`config.mk`:
```
export PLATFORM = sky130hd
export DESIGN_NAME = sccmd_top
export DESIGN_NICKNAME = d
export VERILOG_FILES = /design/src/rtl/sccmd_pkg.sv /design/src/rtl/sccmd_pulse.sv /design/src/rtl/sccmd_top.sv
export VERILOG_INCLUDE_DIRS = /design/src /design/src/rtl
export SDC_FILE = /design/constraint.sdc
export NUM_CORES = 1
export LEC_CHECK = 0
export BUFFER_PORTS_ARGS = -buffer_cell sky130_fd_sc_hd__buf_2
export CORE_MARGIN = 2
export CORE_UTILIZATION = 42
export DETAILED_ROUTE_END_ITERATION = 8
export HOLD_SLACK_MARGIN = 0.05
export PLACE_DENSITY = 0.86
export SKIP_LAST_GASP = 1
export SYNTH_ARGS = -nofsm -noshare
export SYNTH_HDL_FRONTEND = slang
export SYNTH_SLANG_ARGS = --single-unit
```
`constraint.sdc`:
```
create_clock -name aclk -period 1.6 [get_ports aclk]
set_input_delay 0.32 -clock aclk [delete_from_list [all_inputs] [get_ports aclk]]
set_output_delay 0.32 -clock aclk [all_outputs]
set_load 0.005 [all_outputs]
```
`src/rtl/sccmd_params.svh`:
```
// register offsets, field positions, reset values and codes for the command decoder
// assumes inclusion by bare name from the design files
`ifndef SCCMD_PARAMS_SVH
`define SCCMD_PARAMS_SVH
`define SCCMD_ADDR_CMD 4'h0
`define SCCMD_ADDR_CTRL 4'h4
`define SCCMD_ADDR_STAT 4'h8
`define SCCMD_ADDR_PTR 4'hc
`define SCCMD_CRC_HI 7
`define SCCMD_CRC_LO 6
`define SCCMD_CMD_HI 5
`define SCCMD_CMD_LO 3
`define SCCMD_PTR_HI 2
`define SCCMD_PTR_LO 0
`define SCCMD_BANK_OFS 4'h8
`define SCCMD_CTRL_RST 8'h00
`define SCCMD_RESP_OKAY 2'h0
`define SCCMD_RESP_SLVERR 2'h2
`define SCCMD_ABORT_ONES 4'hd
`endif

```
`src/rtl/sccmd_pkg.sv`:
```
// types for the command register decoder
// assumes the params header for numeric values
package sccmd_pkg;
  // crc reset field codes
  typedef enum logic [1:0] {
    sccmd_crc_null = 2'h0,
    sccmd_crc_rx = 2'h1,
    sccmd_crc_tx = 2'h2,
    sccmd_crc_msgend = 2'h3
  } sccmd_crc_t;
  // command field codes
  typedef enum logic [2:0] {
    sccmd_cmd_null = 3'h0,
    sccmd_cmd_high = 3'h1,
    sccmd_cmd_ext = 3'h2,
    sccmd_cmd_abort = 3'h3,
    sccmd_cmd_rxnext = 3'h4,
    sccmd_cmd_txpend = 3'h5,
    sccmd_cmd_err = 3'h6,
    sccmd_cmd_svc = 3'h7
  } sccmd_cmd_t;
  // axi write slave states, one-hot
  typedef enum logic [2:0] {
    sccmd_w_idle = 3'h1,
    sccmd_w_exec = 3'h2,
    sccmd_w_resp = 3'h4
  } sccmd_wst_t;
endpackage : sccmd_pkg

```
`src/rtl/sccmd_pulse.sv`:
```
// one-cycle registered pulse stage for a decoded command strobe
// assumes a single clock and synchronous active-low reset
`timescale 1ns/1ns
module sccmd_pulse (
  input wire logic aclk,
  input wire logic aresetn,
  input wire logic fire,
  output logic pulse_ff
);
  // registered strobe
  always_ff @(posedge aclk) begin
    if (!aresetn) begin
      pulse_ff <= 1'b0;
    end else begin
      pulse_ff <= fire;
    end
  end
endmodule : sccmd_pulse

```
`src/rtl/sccmd_top.sv`:
```
// command register decoder of one serial channel, behind an axi4-lite slave
// assumes the surrounding channel logic consumes the strobes and drives the status inputs
//
// Summary of operation
// - crc code 00 does nothing
// - crc code 01 resets receive crc
// - receiver disable also resets receive crc
// - sdlc hunt or flag resets receive crc
// - crc code 10 resets transmit crc
// - crc code 11 clears underrun latch
// - sdlc underrun with clear latch and abort on underrun set sends abort then flag
// - crc start sets underrun latch
// - latch clear ignored while transmitter disabled
// - disabled clear raises external status interrupt when none is pending or the same byte rearms
// - command 000 does nothing
// - command 001 adds eight to pointer
// - command 010 unlatches status, rearms interrupts
// - persisting queued change interrupts again after rearm
// - command 011 sends abort, empties buffer
// - command 100 rearms first character interrupt
// - command 101 clears transmit interrupt pending
// - command 110 clears receive error bits
// - error reset before read discards character
// - command 111 clears highest under service
// - low three bits select register
// - frame count readable only in enhanced mode
`timescale 1ns/1ns
`include "sccmd_params.svh"
module sccmd_top (
  input wire logic aclk,
  input wire logic aresetn,
  input wire logic [3:0] s_axi_awaddr,
  input wire logic s_axi_awvalid,
  output logic s_axi_awready,
  input wire logic [31:0] s_axi_wdata,
  input wire logic [3:0] s_axi_wstrb,
  input wire logic s_axi_wvalid,
  output logic s_axi_wready,
  output logic [1:0] s_axi_bresp,
  output logic s_axi_bvalid,
  input wire logic s_axi_bready,
  input wire logic [3:0] s_axi_araddr,
  input wire logic s_axi_arvalid,
  output logic s_axi_arready,
  output logic [31:0] s_axi_rdata,
  output logic [1:0] s_axi_rresp,
  output logic s_axi_rvalid,
  input wire logic s_axi_rready,
  input wire logic channel_reset, // channel reset pulse
  input wire logic rx_enabled, // receiver enable level
  input wire logic tx_enabled, // transmitter enable level
  input wire logic rx_hunt, // receiver hunting level
  input wire logic flag_rcvd, // flag received pulse
  input wire logic tx_underrun, // underrun pulse
  input wire logic crc_tx_start, // crc transmission start pulse
  input wire logic ext_status_in, // raw external status level
  input wire logic ext_irq_pending, // external status interrupt pending
  input wire logic reg_access, // host accessed selected register pulse
  output logic rx_crc_reset_ff, // receive crc init pulse
  output logic tx_crc_reset_ff, // transmit crc init pulse
  output logic append_crc_ff, // append crc on underrun pulse
  output logic send_abort_ff, // send abort pulse
  output logic abort_then_flag_ff, // abort then flag pulse
  output logic tx_buf_flush_ff, // empty transmit buffer pulse
  output logic ext_irq_ff, // external status interrupt request pulse
  output logic rx_next_arm_ff, // first character rearm pulse
  output logic tx_pend_clr_ff, // transmit pending clear pulse
  output logic err_reset_ff, // error reset pulse
  output logic svc_clr_ff, // highest under service clear pulse
  output logic [3:0] reg_ptr_ff, // register pointer
  output logic frame_count_visible_ff, // frame count registers readable
  output logic msgend_latch_ff // underrun end of message latch
);
  sccmd_pkg::sccmd_wst_t wst_ff; // write state
  logic [7:0] cmd_ff; // captured command byte
  logic [7:0] ctrl_ff; // control: b0 sdlc, b1 abort on underrun, b2 enhanced, b3 first char
  logic status_latched_ff; // status frozen value
  logic status_hold_ff; // status latched flag
  logic queued_ff; // a second change is queued
  logic cmd_go; // command executes this cycle
  logic ext_rearm; // rearm decoded
  logic msgend_clr_cmd; // latch clear decoded
  logic disabled_clear; // latch clear while tx disabled
  logic ext_change; // status differs from frozen value
  logic [31:0] rd_word; // read mux
  sccmd_pkg::sccmd_crc_t crc_code; // crc field
  sccmd_pkg::sccmd_cmd_t cmd_code; // command field

  assign crc_code = sccmd_pkg::sccmd_crc_t'(cmd_ff[`SCCMD_CRC_HI:`SCCMD_CRC_LO]);
  assign cmd_code = sccmd_pkg::sccmd_cmd_t'(cmd_ff[`SCCMD_CMD_HI:`SCCMD_CMD_LO]);
  assign cmd_go = (wst_ff == sccmd_pkg::sccmd_w_exec);
  assign ext_rearm = cmd_go && (cmd_code == sccmd_pkg::sccmd_cmd_ext);
  assign msgend_clr_cmd = cmd_go && (crc_code == sccmd_pkg::sccmd_crc_msgend);
  assign disabled_clear = msgend_clr_cmd && !tx_enabled;
  assign ext_change = ext_status_in != status_latched_ff;

  // write channel: take address and data in either order, execute, respond
  logic aw_got_ff; // address held
  logic w_got_ff; // data held
  logic aw_ok_ff; // byte 0 write strobe held with the data
  logic [3:0] aw_addr_ff; // held address
  always_ff @(posedge aclk) begin
    if (!aresetn) begin
      wst_ff <= sccmd_pkg::sccmd_w_idle;
      aw_got_ff <= 1'b0;
      w_got_ff <= 1'b0;
      aw_ok_ff <= 1'b0;
      aw_addr_ff <= 4'h0;
      cmd_ff <= 8'h00;
      ctrl_ff <= `SCCMD_CTRL_RST;
      s_axi_awready <= 1'b0;
      s_axi_wready <= 1'b0;
      s_axi_bvalid <= 1'b0;
      s_axi_bresp <= `SCCMD_RESP_OKAY;
    end else begin
      case (wst_ff)
        sccmd_pkg::sccmd_w_idle: begin
          s_axi_awready <= !aw_got_ff && !(s_axi_awvalid && s_axi_awready);
          s_axi_wready <= !w_got_ff && !(s_axi_wvalid && s_axi_wready);
          if (s_axi_awvalid && s_axi_awready) begin
            aw_got_ff <= 1'b1;
            aw_addr_ff <= s_axi_awaddr;
          end
          if (s_axi_wvalid && s_axi_wready) begin
            w_got_ff <= 1'b1;
            cmd_ff <= s_axi_wdata[7:0];
            aw_ok_ff <= s_axi_wstrb[0];
          end
          if (aw_got_ff && w_got_ff) begin
            s_axi_awready <= 1'b0;
            s_axi_wready <= 1'b0;
            if (aw_addr_ff == `SCCMD_ADDR_CMD && aw_ok_ff) begin
              wst_ff <= sccmd_pkg::sccmd_w_exec;
            end else begin
              // control register write or refusal
              if (aw_addr_ff == `SCCMD_ADDR_CTRL && aw_ok_ff) begin
                ctrl_ff <= cmd_ff;
              end
              s_axi_bresp <= ((aw_addr_ff == `SCCMD_ADDR_CTRL) && aw_ok_ff) ?
                             `SCCMD_RESP_OKAY : `SCCMD_RESP_SLVERR;
              s_axi_bvalid <= 1'b1;
              wst_ff <= sccmd_pkg::sccmd_w_resp;
            end
          end
        end
        sccmd_pkg::sccmd_w_exec: begin
          s_axi_bresp <= `SCCMD_RESP_OKAY;
          s_axi_bvalid <= 1'b1;
          wst_ff <= sccmd_pkg::sccmd_w_resp;
        end
        sccmd_pkg::sccmd_w_resp: begin
          if (s_axi_bready) begin
            s_axi_bvalid <= 1'b0;
            aw_got_ff <= 1'b0;
            w_got_ff <= 1'b0;
            wst_ff <= sccmd_pkg::sccmd_w_idle;
          end
        end
        default: begin
          wst_ff <= sccmd_pkg::sccmd_w_idle;
        end
      endcase
    end
  end

  // receive and transmit crc strobes
  always_ff @(posedge aclk) begin
    if (!aresetn) begin
      rx_crc_reset_ff <= 1'b0;
      tx_crc_reset_ff <= 1'b0;
    end else begin
      // no action for the null crc code
      rx_crc_reset_ff <= (cmd_go && crc_code == sccmd_pkg::sccmd_crc_rx)
                         || !rx_enabled
                         || (ctrl_ff[0] && (rx_hunt || flag_rcvd));
      // channel reset not included on purpose
      tx_crc_reset_ff <= cmd_go && crc_code == sccmd_pkg::sccmd_crc_tx;
    end
  end

  // underrun end of message latch and underrun outcomes
  always_ff @(posedge aclk) begin
    if (!aresetn) begin
      msgend_latch_ff <= 1'b1;
      append_crc_ff <= 1'b0;
      abort_then_flag_ff <= 1'b0;
    end else begin
      append_crc_ff <= tx_underrun && !msgend_latch_ff && !(ctrl_ff[0] && ctrl_ff[1]);
      abort_then_flag_ff <= tx_underrun && !msgend_latch_ff && ctrl_ff[0] && ctrl_ff[1];
      // set wins over clear
      if (crc_tx_start || (cmd_go && cmd_code == sccmd_pkg::sccmd_cmd_abort)) begin
        msgend_latch_ff <= 1'b1;
      end else if (msgend_clr_cmd && tx_enabled) begin
        // a disabled transmitter leaves the latch as it is
        msgend_latch_ff <= 1'b0;
      end
    end
  end

  // external status latching, queue and interrupt request
  always_ff @(posedge aclk) begin
    if (!aresetn) begin
      status_latched_ff <= 1'b0;
      status_hold_ff <= 1'b0;
      queued_ff <= 1'b0;
      ext_irq_ff <= 1'b0;
    end else begin
      ext_irq_ff <= 1'b0;
      if (!status_hold_ff) begin
        status_latched_ff <= ext_status_in;
        if (ext_change) begin
          status_hold_ff <= 1'b1;
          ext_irq_ff <= 1'b1;
        end
      end else if (ext_rearm) begin
        // queued change only counts if it still stands
        status_hold_ff <= queued_ff && ext_change;
        ext_irq_ff <= queued_ff && ext_change;
        status_latched_ff <= ext_status_in;
        queued_ff <= 1'b0;
      end else if (ext_change) begin
        queued_ff <= 1'b1;
      end
      // last, so a rearm in the same byte cannot mask this request
      if (disabled_clear && (!ext_irq_pending || ext_rearm)) begin
        ext_irq_ff <= 1'b1;
      end
    end
  end

  // command field strobes through the pulse stages
  sccmd_pulse u_abort (.aclk(aclk), .aresetn(aresetn),
    .fire(cmd_go && cmd_code == sccmd_pkg::sccmd_cmd_abort), .pulse_ff(send_abort_ff));
  sccmd_pulse u_flush (.aclk(aclk), .aresetn(aresetn),
    .fire(cmd_go && cmd_code == sccmd_pkg::sccmd_cmd_abort), .pulse_ff(tx_buf_flush_ff));
  sccmd_pulse u_rxnext (.aclk(aclk), .aresetn(aresetn),
    .fire(cmd_go && cmd_code == sccmd_pkg::sccmd_cmd_rxnext && ctrl_ff[3]),
    .pulse_ff(rx_next_arm_ff));
  sccmd_pulse u_txpend (.aclk(aclk), .aresetn(aresetn),
    .fire(cmd_go && cmd_code == sccmd_pkg::sccmd_cmd_txpend),
    .pulse_ff(tx_pend_clr_ff));
  sccmd_pulse u_err (.aclk(aclk), .aresetn(aresetn),
    .fire(cmd_go && cmd_code == sccmd_pkg::sccmd_cmd_err),
    .pulse_ff(err_reset_ff));
  sccmd_pulse u_svc (.aclk(aclk), .aresetn(aresetn),
    .fire(cmd_go && cmd_code == sccmd_pkg::sccmd_cmd_svc),
    .pulse_ff(svc_clr_ff));

  // register pointer and frame count visibility
  always_ff @(posedge aclk) begin
    if (!aresetn) begin
      reg_ptr_ff <= 4'h0;
      frame_count_visible_ff <= 1'b0;
    end else begin
      frame_count_visible_ff <= ctrl_ff[2];
      // channel reset outranks any pointer load
      if (channel_reset) begin
        reg_ptr_ff <= 4'h0;
      end else if (cmd_go && cmd_code == sccmd_pkg::sccmd_cmd_high) begin
        reg_ptr_ff <= `SCCMD_BANK_OFS + {1'b0, cmd_ff[`SCCMD_PTR_HI:`SCCMD_PTR_LO]};
      end else if (cmd_go) begin
        // every code but 001 leaves only the pointer bits
        reg_ptr_ff <= {1'b0, cmd_ff[`SCCMD_PTR_HI:`SCCMD_PTR_LO]};
      end else if (reg_access) begin
        reg_ptr_ff <= 4'h0;
      end
    end
  end

  // read channel, single outstanding read
  // unmapped or write-only offsets answer with an error code and zero data
  always_comb begin
    rd_word = 32'h0000_0000;
    case (s_axi_araddr)
      `SCCMD_ADDR_CTRL: rd_word = {24'h000000, ctrl_ff};
      `SCCMD_ADDR_STAT: rd_word = {27'h0000000, queued_ff, status_hold_ff,
                                   status_latched_ff, frame_count_visible_ff, msgend_latch_ff};
      `SCCMD_ADDR_PTR: rd_word = {28'h0000000, reg_ptr_ff};
      default: rd_word = 32'h0000_0000;
    endcase
  end
  always_ff @(posedge aclk) begin
    if (!aresetn) begin
      s_axi_arready <= 1'b0;
      s_axi_rvalid <= 1'b0;
      s_axi_rdata <= 32'h0000_0000;
      s_axi_rresp <= `SCCMD_RESP_OKAY;
    end else if (s_axi_rvalid) begin
      s_axi_arready <= 1'b0;
      if (s_axi_rready) begin
        s_axi_rvalid <= 1'b0;
      end
    end else if (s_axi_arvalid && s_axi_arready) begin
      s_axi_arready <= 1'b0;
      s_axi_rvalid <= 1'b1;
      s_axi_rdata <= rd_word;
      s_axi_rresp <= (s_axi_araddr == `SCCMD_ADDR_CTRL || s_axi_araddr == `SCCMD_ADDR_STAT ||
                      s_axi_araddr == `SCCMD_ADDR_PTR) ? `SCCMD_RESP_OKAY : `SCCMD_RESP_SLVERR;
    end else begin
      s_axi_arready <= 1'b1;
    end
  end

  // checks
  a_crc_rx_cmd: assert property (@(posedge aclk) disable iff (!aresetn)
    (cmd_go && crc_code == sccmd_pkg::sccmd_crc_rx) |=> rx_crc_reset_ff)
    else $error("rx crc reset missing");
  a_crc_rx_dis: assert property (@(posedge aclk) disable iff (!aresetn)
    !rx_enabled |=> rx_crc_reset_ff)
    else $error("rx crc not reset on disable");
  a_crc_tx_cmd: assert property (@(posedge aclk) disable iff (!aresetn)
    tx_crc_reset_ff |-> $past(cmd_ff[7:6]) == 2'h2)
    else $error("spurious tx crc reset");
  a_msgend_set: assert property (@(posedge aclk) disable iff (!aresetn)
    crc_tx_start |=> msgend_latch_ff)
    else $error("latch not set at crc start");
  a_msgend_keep: assert property (@(posedge aclk) disable iff (!aresetn)
    (disabled_clear && msgend_latch_ff) |=> msgend_latch_ff)
    else $error("latch cleared while disabled");
  a_ext_disabled: assert property (@(posedge aclk) disable iff (!aresetn)
    (disabled_clear && !ext_irq_pending) |=> ext_irq_ff)
    else $error("no ext interrupt on disabled clear");
  a_ptr_high: assert property (@(posedge aclk) disable iff (!aresetn)
    (cmd_go && cmd_code == sccmd_pkg::sccmd_cmd_high && !channel_reset) |=> reg_ptr_ff[3])
    else $error("pointer high missing");
  a_abort_msgend: assert property (@(posedge aclk) disable iff (!aresetn)
    send_abort_ff |-> msgend_latch_ff && tx_buf_flush_ff)
    else $error("abort without latch set");
  a_svc_clr: assert property (@(posedge aclk) disable iff (!aresetn)
    (cmd_go && cmd_code == sccmd_pkg::sccmd_cmd_svc) |=> svc_clr_ff ##1 !svc_clr_ff)
    else $error("in service clear not one pulse");
  a_ptr_zero: assert property (@(posedge aclk) disable iff (!aresetn)
    (reg_access && !cmd_go && !channel_reset) |=> reg_ptr_ff == 4'h0)
    else $error("pointer not returned to zero");
  c_cmd_write: cover property (@(posedge aclk) disable iff (!aresetn) cmd_go);
  c_rearm_queue: cover property (@(posedge aclk) disable iff (!aresetn) ext_rearm && queued_ff);
  c_append: cover property (@(posedge aclk) disable iff (!aresetn) append_crc_ff);
  c_read: cover property (@(posedge aclk) disable iff (!aresetn) s_axi_rvalid && s_axi_rready);
  // latch clear with rearm while the transmitter is off
  c_dis_rearm: cover property (@(posedge aclk) disable iff (!aresetn) disabled_clear && ext_rearm);
endmodule : sccmd_top

```
### Yosys cells after proc, flatten, opt, wreduce, memory -nomap -nowiden

Cells that the tools add are included.
Widths: inputs -> output; s select.

| word-level totals | value |
|---|---|
| ROM bits | 0 |
| RAM bits | 0 |
| input bits | 61 |
| bits in latches | 0 |
| output and inout bits | 58 |
| memories kept | 0 |
| word-level logic and storage cells | 160 |
| register bits after elaboration | 86 |

| operators by class | value |
|---|---|
| add/sub/neg operators | 1 |
| div/mod/pow operators | 0 |
| muxes and demuxes | 37 |
| magnitude comparators | 0 |
| eq/ne operators | 24 |
| multipliers | 0 |
| reductions and logical operators | 64 |
| bitwise gates (word level) | 3 |
| shifts and indexed selects | 0 |

Operators by type and width:

| kind | number |
|---|---|
| $logic_and 1x1->1 | 29 |
| $pmux 8 s3 | 1 |
| $mux 1 | 21 |
| $eq 3x3->1 const B | 5 |
| $mux 4 | 3 |
| $ne 2x2->1 const B | 5 |
| $reduce_and 2->1 | 5 |
| $eq 3x2->1 const B | 3 |
| $logic_not 1->1 | 9 |
| $mux 3 | 3 |
| $pmux 3 s3 | 1 |
| $reduce_and 3->1 | 3 |
| $eq 4x3->1 const B | 2 |
| $eq 4x4->1 const B | 2 |
| $mux 2 | 4 |
| $reduce_and 4->1 | 2 |
| $logic_or 1x1->1 | 7 |
| $eq 3x1->1 const B | 2 |
| $reduce_bool 2->1 | 3 |
| $reduce_bool 3->1 | 2 |
| $reduce_or 2->1 | 3 |
| $add 4x3->4 const A | 1 |
| $eq 2x2->1 const B | 2 |
| $logic_not 4->1 | 1 |
| other kinds (7) | 10 |

### Logic depth before layout (Yosys ltp)

Gate-level depths: netlist of run 1.

| depth | value |
|---|---|
| depth in word-level cells | 6 |
| depth in mapped cells | 5 |
| gate-level depth less buffers | 3 |

### Hierarchy

Synthesis of run 1 repeated with hierarchy kept, for this count alone.

| unflattened totals | value |
|---|---|
| cells, all modules | 307 |
| area, all modules | 2731.4 um^2 |

By module, submodules not included:

| module | area an instance (um^2) | sequential area each (um^2) | cells an instance | instances |
|---|---|---|---|---|
| sccmd_top | 2573.7 | 1101.1 | 295 | 1 |
| sccmd_pulse | 26.3 | 20.0 | 2 | 6 |

### Worst setup path before layout of run 1

No wires, ideal clock.

| timing path | value |
|---|---|
| path type | flip-flop to flip-flop |
| start | register aw_addr_ff[0] |
| end | register ctrl_ff[0] |
| cell stages (with the launch flop) | 5 |
| setup time | 0.072 ns |
| period minus slack after synthesis | 1.622 ns |
| arrival | 1.550 ns |
| data required time | 1.528 ns |
| buffers on the path | 1 |
| slack | -0.022 ns |
| cells stage by stage | dfxtp_1 -> or4b_4 -> buf_6 -> nor3_4 -> mux2i_1 |

| on the way | value |
|---|---|
| word-level cells in the longest chain between the ends | 4 |
| elaborated cells between the ends (all ways) | 6 |
| classes of those cells | eq/ne: 1; bitwise: 1; reduce/logical: 4 |

RTL lines:

| what | line | RTL |
|---|---|---|
| start, declared | sccmd_top.sv:101 | `logic [3:0] aw_addr_ff;` |
| start signal, assigned | sccmd_top.sv:122 | `aw_addr_ff <= s_axi_awaddr;` |
| $logic_not 4->1 (no source line) | - |  |
| $logic_and 1x1->1 | sccmd_top.sv:132 | `` if (aw_addr_ff == `SCCMD_ADDR_CMD && aw_ok_ff) begin `` |
| $not 1->1 (no source line) | - |  |
| $reduce_and 4->1 (no source line) * | - |  |
| end signal, assigned | sccmd_top.sv:110 | `` ctrl_ff <= `SCCMD_CTRL_RST; `` |
| end signal, assigned | sccmd_top.sv:137 | `ctrl_ff <= cmd_ff;` |
| end, declared | sccmd_top.sv:76 | `logic [7:0] ctrl_ff;` |

Mark *: on every way between the ends. The rest lies on a longest branch, timed or not.
A chain may end at the register's enable or synchronous reset.

### Worst setup path after layout of run 1

| timing path | value |
|---|---|
| start | register wst_ff[0] |
| end | register ctrl_ff[0] |

| on the way | value |
|---|---|
| word-level cells in the longest chain between the ends | 2 |

RTL lines:

| what | line | RTL |
|---|---|---|
| start, declared | sccmd_top.sv:74 | `sccmd_pkg::sccmd_wst_t wst_ff;` |
| start signal, assigned | sccmd_top.sv:104 | `wst_ff <= sccmd_pkg::sccmd_w_idle;` |
| start signal, assigned | sccmd_top.sv:133 | `wst_ff <= sccmd_pkg::sccmd_w_exec;` |
| start signal, assigned | sccmd_top.sv:142 | `wst_ff <= sccmd_pkg::sccmd_w_resp;` |
| $eq 3x1->1 | sccmd_top.sv:116 | `case (wst_ff)` |
| $reduce_and 4->1 (no source line) | - |  |

Every way passes these cells.

==> results.json, run 1 <==
{
  "status": "finished, final reports clean",
  "rows": 29,
  "async_reset_ff_share_pct": 0,
  "core_area_um2": 6240,
  "end_kind": "register",
  "yosysWarnings": 0,
  "crit_type": "register to register",
  "rr_startpoint": "wst_ff[0]",
  "start_kind": "register",
  "final_common_cell": "buf_2",
  "max_freq_mhz": 645,
  "ys.flop_type": "dfxtp_1",
  "hold_path.class": "input port to register",
  "synth_enable_flop_cells": 0,
  "p_leak_uw": 0.00136,
  "hold_depth": 2,
  "place_ws_ns": 0.0588,
  "nets": 433,
  "fillers": 603,
  "syn_to_final_growth_pct": 21.2,
  "rr_worst_depth": 4,
  "antenna_cells": 0,
  "cts-root-buf": "clkbuf_8",
  "cts_setup_buffers": 0,
  "htreeDepth": 3,
  "drive_gt1_share_pct": 27.7,
  "finalSetupViolations": 0,
  "cp_slowest_cell": "or3b_4",
  "drv_slew": 0,
  "min_to": "rx_crc_reset_ff",
  "hold_buffers": 0,
  "clk_latency_ns": 0.33,
  "cp_max_fo": 8,
  "powerDensity_nw_per_um2": 1000,
  "ant_nets": 0,
  "min_from": "rx_enabled",
  "grt_max_degree": 18,
  "maxCapViolCount": 0,
  "drc": 0,
  "syn-cell-area_um2": 2680,
  "grt_remaining_overflow": 0,
  "port-buffer-count": 65,
  "routed_wl_um": 6210,
  "antenna_found_initial": 0,
  "clk_pin_slew_ns": 0.06,
  "cts_resized": 0,
  "finalHoldViolCount": 0,
  "gp_congestion": 0.845,
  "seq_area_um2": 1200,
  "start_util_pct": 42.9,
  "r2r_end": "ctrl_ff[0]",
  "arrival_ns": 1.81,
  "place_area_um2": 3040,
  "io_pins": 119,
  "routedWlPerCell_um": 13.7,
  "final_cell_mix": "65 x buf_2, 60 x dfxtp_1, 34 x nand2_1",
  "dieArea_um2": 7030,
  "place_hpwl_um": 4620,
  "syn-instance-count": 301,
  "multiInputGateArea_um2": 1270,
  "dp.cells": 438,
  "synth-seq-cells": 60,
  "die_h_um": 83.8,
  "vias": 2353,
  "grt_pass1_vias": 2216,
  "grt_pass1_wl_um": 10400,
  "stdcell_area_um2": 3240,
  "r2r_slack_ns": 0.05,
  "worst_slack_ns": 0.0498,
  "via_per_inst": 5.19,
  "synth.area.top_cells": "dfxtp_1 45%, buf_4 7.6%, nand2_1 4.8%",
  "cts_tree": "done",
  "fin_cells": 453,
  "cts_buffers": 9,
  "synth_top_area_cell": "dfxtp_1",
  "cts_buffer_depth": 2,
  "cp_slowest_stage_delay_ns": 0.45,
  "hold_ws_ns": 0.172,
  "yosys.area.top_type_share_pct": 44.9,
  "min_period_ns": 1.55,
  "fin_worst_skew_ns": 0.00475,
  "fin_crit_sh_pct": 96.9,
  "yosysUniqueCellTypes": 50,
  "final_util_pct": 52.0,
  "die_w_um": 83.8,
  "cp_cell_sequence": "or3b_4, nor3_4, buf_12, mux2i_1",
  "detail_route.first_pass.iterations": 4,
  "ir_drop_mv": 0.526,
  "yosysSeqAreaShare_pct": 44.9,
  "avgSynthCellArea_um2": 8.89,
  "cts_sinks": 60,
  "grt_usage_pct": 18.3,
  "drtIter0Drc": 136,
  "cp.required_ns": 1.86
}
[worst max path at each step]
| stage | from | endpoint | depth (start not counted) |
|---|---|---|---|
| floorplan | aw_addr_ff[0] | ctrl_ff[0] | 4 |
| global placement | aw_addr_ff[0] | ctrl_ff[7] | 4 |
| detailed placement | aw_addr_ff[0] | ctrl_ff[7] | 4 |
| CTS | aw_addr_ff[0] | ctrl_ff[0] | 4 |
| global route | wst_ff[0] | ctrl_ff[0] | 4 |
| finish | wst_ff[0] | ctrl_ff[0] | 4 |
[through the flow]
step	total power, uW	TNS, ns
3_3_place_gp	1880	0
6_report	3250	0
3_5_place_dp	1890	0
2_1_floorplan	1820	-0.0500
5_1_grt	3380	-0.00166
4_1_cts	3270	0
[cell type report]
cell class / count / area share [%]
clock buffer: 14 / 5.32
clock inverter: 1 / 0.926
inverter: 4 / 0.463
multi-input combinational: 216 / 39.2
sequential: 60 / 37.0
tap: 77 / 2.97
timing repair buffer: 81 / 14.1
[worst max-delay path: cells and delay by family, from the launching register on]
kind	cells	cell delay (ns)
flops	1	0.43
simple gates	2	0.68
mux	1	0.19
buf+inv	1	0.17
[state kept, by name (all words and copies together), names as in the netlist, 3 cells and up]
register and flops:
wst_ff 3, aw_addr_ff 4, reg_ptr_ff 4, s_axi_rdata 8, cmd_ff 8, ctrl_ff 8
[synth_stat cells (all sizes together), types with 3 or more instances]
cell    number
nor4b        3
nand3b       7
nor2b        3
o21ai       17
nand2b       6
nor2        10
and3b        3
a21oi       25
o22ai        7
nand2       34
mux2         4
mux2i        9
dfxtp       60
clkbuf      14
buf         32
nand4        5
nor3b        4
inv          4
a22oi        5
nand3       16
[cell families (layout without fill, tap and decap cells)]
family	after synthesis	count (layout)	share of synthesized area, %
simple gates	103	103	21.8
compound gates	73	73	16.6
flops	60	60	44.9
buf+inv	50	100	11.2
mux	13	13	5.05
other cells	1	26	0.140
xor+xnor	1	1	0.327
[where the power goes]
group	switching (uW)	internal, uW	leakage (uW)	total, uW
sequential	42.8	1540	0.000487	1580
combinational	152	124	0.000769	276
clock	554	840	0.000103	1390
total	749	2510	0.00136	3250
[per-layer routing]
| layer | vias up | wire (um) | GRT usage (%) |
|---|---|---|---|
| met5 | - | 0 | 0 |
| met4 | 0 | 107 | 6.89 |
| met3 | 7 | 427 | 4.55 |
| met2 | 84 | 2880 | 28.3 |
| met1 | 1098 | 2800 | 24.7 |
| li1 | 1164 | - | - |
Power figures use the tool's default switching activity.
==> run 2, diff against run 1 <==
- BUFFER_PORTS_ARGS: -buffer_cell sky130_fd_sc_hd__buf_2 -> -buffer_cell sky130_fd_sc_hd__buf_4
==> run 2 against run 1 <==
The flow now finishes with violations (negative setup slack). Register-to-register slack lost 0.07 ns. Die area is the same. Largest cell class unchanged. Fmax shrank 4.4%. Hold slack lost 0.0015 ns. Setup slack lost 0.072 ns. Critical path depth is the same. Routed wire length grew 7.5%. Highest routed layer unchanged. Design area grew 4.8%. Final cell count shrank 0.44%. Power grew 1.2%.
==> results.json, run 2 (synthesis gave the netlist of run 1 again) <==
{
  "status": "finished, violations left",
  "violations": "negative setup slack",
  "grt_max_degree": 29,
  "drc": 0,
  "reg.largest.list": "cmd_ff: 8 flops, ctrl_ff: 8 flops, s_axi_rdata: 8 flops",
  "cts_sinks": 60,
  "finalSetupTns_ns": -0.0224,
  "finalSetupViolations": 1,
  "io_pins": 119,
  "ir_drop_mv": 0.516,
  "syn_to_final_growth_pct": 27.0,
  "final_common_cell": "buf_4",
  "start_kind": "register",
  "gp_congestion": 0.846,
  "worst_slack_ns": -0.0224,
  "cts_tree": "done",
  "min_period_ns": 1.62,
  "die_h_um": 83.8,
  "dp.cells": 436,
  "detail_route.first_pass.iterations": 5,
  "rows": 29,
  "drtIter0Drc": 186,
  "dieArea_um2": 7030,
  "drv_slew": 0,
  "arrival_ns": 1.87,
  "clk_latency_ns": 0.35,
  "cts_buffer_depth": 2,
  "start_util_pct": 42.9,
  "place_ws_ns": 0.0678,
  "end_kind": "register",
  "port-buffer-count": 65,
  "via_per_inst": 5.39,
  "fin_worst_skew_ns": 0.00590,
  "grt_pass1_wl_um": 10400,
  "cp_cell_sequence": "or4b_4, nor3_4, buf_12, mux2i_2",
  "die_w_um": 83.8,
  "grt_usage_pct": 18.7,
  "cp_slowest_stage_delay_ns": 0.58,
  "ant_nets": 0,
  "drive_gt1_share_pct": 27.8,
  "cts_buffers": 9,
  "cp_slowest_cell": "or4b_4",
  "fillers": 551,
  "maxCapViolCount": 0,
  "antenna_found_initial": 0,
  "antenna_cells": 0,
  "place_hpwl_um": 4580,
  "final_util_pct": 54.5,
  "cp_max_fo": 8,
  "hold_buffers": 0,
  "hold_path.class": "input port to register",
  "clk_pin_slew_ns": 0.06,
  "cp.required_ns": 1.85,
  "nets": 431,
  "fin_crit_sh_pct": 101,
  "powerDensity_nw_per_um2": 969,
  "cpLargestDelayFamily": "simple AND/OR/NAND/NOR gates",
  "critPathBufInv": 1,
  "p_leak_uw": 0.00139,
  "max_freq_mhz": 616,
  "routedWlPerCell_um": 14.8,
  "final_cell_mix": "78 x buf_4, 60 x dfxtp_1, 34 x nand2_1",
  "finalHoldViolCount": 0,
  "htreeDepth": 3,
  "core_area_um2": 6240,
  "grt_pass1_vias": 2193,
  "crit_type": "register to register",
  "vias": 2433,
  "cts-root-buf": "clkbuf_8",
  "grt_remaining_overflow": 0,
  "routed_wl_um": 6670,
  "fin_cells": 451
}
-- run 2: what timing repair did --
item | CTS | global route
buffers inserted | 0 | 0
gates resized for setup | 0 | 3
endpoints found under the setup margin | 0 | 3
-- run 2: worst register-to-register path, cell delays in order (launching register included) --
cell     delay (ns)
dfxtp_1        0.31
or4b_4         0.58
nor3_4         0.22
buf_12         0.16
mux2i_2        0.26
-- run 2: cell type report --
class / count / area (um^2) / share of cell area [%]
inverters: 4 / 15.0 / 0.442
clock buffers: 14 / 173 / 5.08
well taps: 77 / 96.3 / 2.83
clock inverters: 1 / 30.0 / 0.883
flip-flops and latches: 60 / 1200 / 35.3
repair buffers: 79 / 606 / 17.8
multi-input cells: 216 / 1280 / 37.6
-- run 2: through the flow --
step | power, uW | cell area (um^2) | hold WS (ns)
2_1_floorplan | 1820 | 2770 | 0.423
3_5_place_dp | 1920 | 3190 | 0.463
3_3_place_gp | 1910 | 3190 | 0.451
5_1_grt | 3420 | 3400 | 0.169
4_1_cts | 3300 | 3390 | 0.163
6_report | 3290 | 3400 | 0.170
-- run 2: final timing paths --
check                              startpoint       endpoint  slack [ns]  cells after the start
worst max register to register  aw_addr_ff[0]     ctrl_ff[0]       -0.02                      4
worst max-delay path            aw_addr_ff[0]     ctrl_ff[0]       -0.02                      4
worst min register to register  s_axi_arready  s_axi_arready        0.47                      1
worst min-delay path            s_axi_arvalid  s_axi_arready        0.17                      2
-- run 2: where the power goes --
group	switching [uW]	internal (uW)
logic	159	151
clock network	555	839
registers	45.3	1540
total	760	2530
-- run 2: layer usage --
| layer | routed length [um] | part of all wire (%) | track usage, % |
|---|---|---|---|
| met4 | 188 | 2.8 | 7.48 |
| met1 | 2810 | 42 | 23.2 |
| met2 | 3150 | 47 | 29.7 |
| met5 | 0 | 0 | 0 |
| met3 | 517 | 7.7 | 6.53 |
==> run 3, diff against run 2 <==
==> constraint.sdc (replaced) <==
create_clock -name aclk -period 1.6 [get_ports aclk]
set_input_delay 0.16 -clock aclk [delete_from_list [all_inputs] [get_ports aclk]]
set_output_delay 0.16 -clock aclk [all_outputs]
set_load 0.005 [all_outputs]
==> run 3 against run 2 <==
The run now ends clean. Critical path depth unchanged. Clock skew increased by 0.0037 ns. Via count decreased by 3.4%. Design area increased by 0.74%. Setup slack improved by 0.098 ns. Sequential cell count unchanged. Sequential share of layout area decreased by 0.26 points. Fmax increased by 6.4%. Clock power increased by 3%.
==> results.json, run 3 (synthesis gave the netlist of run 1 again) <==
{
  "status": "finished, final reports clean",
  "cts-root-buf": "clkbuf_8",
  "end_kind": "register",
  "cp.required_ns": 1.86,
  "cts_buffer_depth": 2,
  "detail_route.first_pass.iterations": 4,
  "die_h_um": 83.8,
  "finalSetupTns_ns": 0,
  "stdcell_area_um2": 3420,
  "reg.largest.list": "cmd_ff: 8 flops, ctrl_ff: 8 flops, s_axi_rdata: 8 flops",
  "arrival_ns": 1.79,
  "io_pins": 119,
  "finalHoldViolCount": 0,
  "syn_to_final_growth_pct": 28.0,
  "rr_worst_depth": 4,
  "cts_sinks": 60,
  "powerDensity_nw_per_um2": 971,
  "ant_nets": 0,
  "rows": 29,
  "htreeDepth": 3,
  "drtIter0Drc": 125,
  "rr_startpoint": "wst_ff[0]",
  "cp-endpoint": "ctrl_ff[0]",
  "hold_ws_ns": 0.0757,
  "cp_max_fo": 8,
  "r2r_slack_ns": 0.08,
  "core_area_um2": 6240,
  "grt_pass1_vias": 2271,
  "start_util_pct": 42.9,
  "ir_drop_mv": 0.569,
  "finalSetupViolations": 0,
  "worst_slew_pin_slew_ns": 0.515,
  "grt_use_met3_pct": 3.36,
  "min_period_ns": 1.52,
  "maxCapViolCount": 0,
  "place_area_um2": 3180,
  "cts_setup_buffers": 0,
  "port-buffer-count": 65,
  "r2r_end": "ctrl_ff[0]",
  "grt_use_met1_pct": 23.6,
  "routedWlPerCell_um": 13.9,
  "fin_worst_skew_ns": 0.00959,
  "seq_power_share_pct": 47.7,
  "antenna_found_initial": 0,
  "grt_usage_pct": 18.7,
  "gr-usage-met2_pct": 30.0,
  "place_hpwl_um": 4560,
  "final_cell_mix": "77 x buf_4, 60 x dfxtp_1, 34 x nand2_1",
  "gp_congestion": 0.840,
  "p_leak_uw": 0.00139,
  "clk_latency_ns": 0.35,
  "crit_type": "register to register",
  "place_ws_ns": 0.0555,
  "combPwrFrac_pct": 9.3,
  "crit_start": "wst_ff[0]",
  "die_w_um": 83.8,
  "drc": 0,
  "fin_crit_sh_pct": 95.3,
  "via_per_inst": 5.18,
  "grt_max_degree": 36,
  "clk_pin_slew_ns": 0.07,
  "worst_slack_ns": 0.0753,
  "cts_tree": "done",
  "drive_gt1_share_pct": 27.3,
  "start_kind": "register",
  "hold_path.class": "input port to register",
  "grt_remaining_overflow": 0,
  "p_switching_uw": 781,
  "dieArea_um2": 7030,
  "p_int_uw": 2540,
  "cts_buffers": 9,
  "nets": 433,
  "top_usage_layer": "met2",
  "relSlewSlack_pct": 65.6,
  "final_common_cell": "buf_4",
  "routed_wl_um": 6320,
  "antenna_cells": 0,
  "swShare_pct": 23.5,
  "grt_pass1_wl_um": 10500,
  "drv_slew": 0,
  "vias": 2351,
  "max_freq_mhz": 656,
  "clock_power_share_pct": 43.0,
  "rsz0062_at_grt": "yes",
  "p_total_uw": 3320
}
==> run 3: power by group through the flow <==
| stage | clock [uW] | sequential, uW | combinational [uW] |
|---|---|---|---|
| floorplan | 0 | 1610 | 214 |
| global placement | 0 | 1620 | 290 |
| detailed placement | 0 | 1620 | 299 |
| CTS | 1450 | 1590 | 306 |
| global route | 1510 | 1590 | 341 |
| finish | 1430 | 1590 | 309 |
==> run 3: critical path, stage by stage, from the launching register on <==
cell and delay, ns:
dfxtp_1 0.41, or3b_4 0.44, nor3_4 0.22, buf_12 0.16, mux2i_1 0.20
==> run 3: how the worst min path moves through the flow <==
stage / startpoint / endpoint / slack, ns / cells after the start
final: s_axi_wstrb[0] / aw_ok_ff / 0.08 / 3
after global routing: s_axi_wdata[2] / cmd_ff[2] / 0.07 / 3
after CTS: s_axi_wdata[2] / cmd_ff[2] / 0.06 / 3
after detailed placement: crc_tx_start / msgend_latch_ff / 0.37 / 3
after global placement: rx_enabled / rx_crc_reset_ff / 0.35 / 2
after floorplan: s_axi_arvalid / s_axi_arready / 0.26 / 1
==> run 3: cell type report <==
cell class | count | area (um^2)
fillers | 571 | 2820
multi-input cells | 216 | 1270
flip-flops and latches | 60 | 1200
repair buffers | 81 | 628
clock buffers | 13 | 169
well taps | 77 | 96.3
clock inverters | 3 | 43.8
inverters | 4 | 15.0
==> run 3: per-layer routing <==
metal	wire length, um	part of all wire (%)
met5	0	0
met1	2740	43
met3	400	6.3
met2	3000	47
met4	182	2.9
==> run 3: stage by stage <==
step           util [%]  cells
3_3_place_gp       50.9    435
3_5_place_dp       50.9    435
4_1_cts            54.8    454
5_1_grt            54.9    454
6_report           54.9    454
2_1_floorplan         -    326
==> run 3: repair_timing <==
item                                   in CTS  in global routing
setup endpoints to repair                   0                  6
hold buffers                                3                  0
gates resized for setup                     0                  1
endpoints found under the hold margin       3                  0
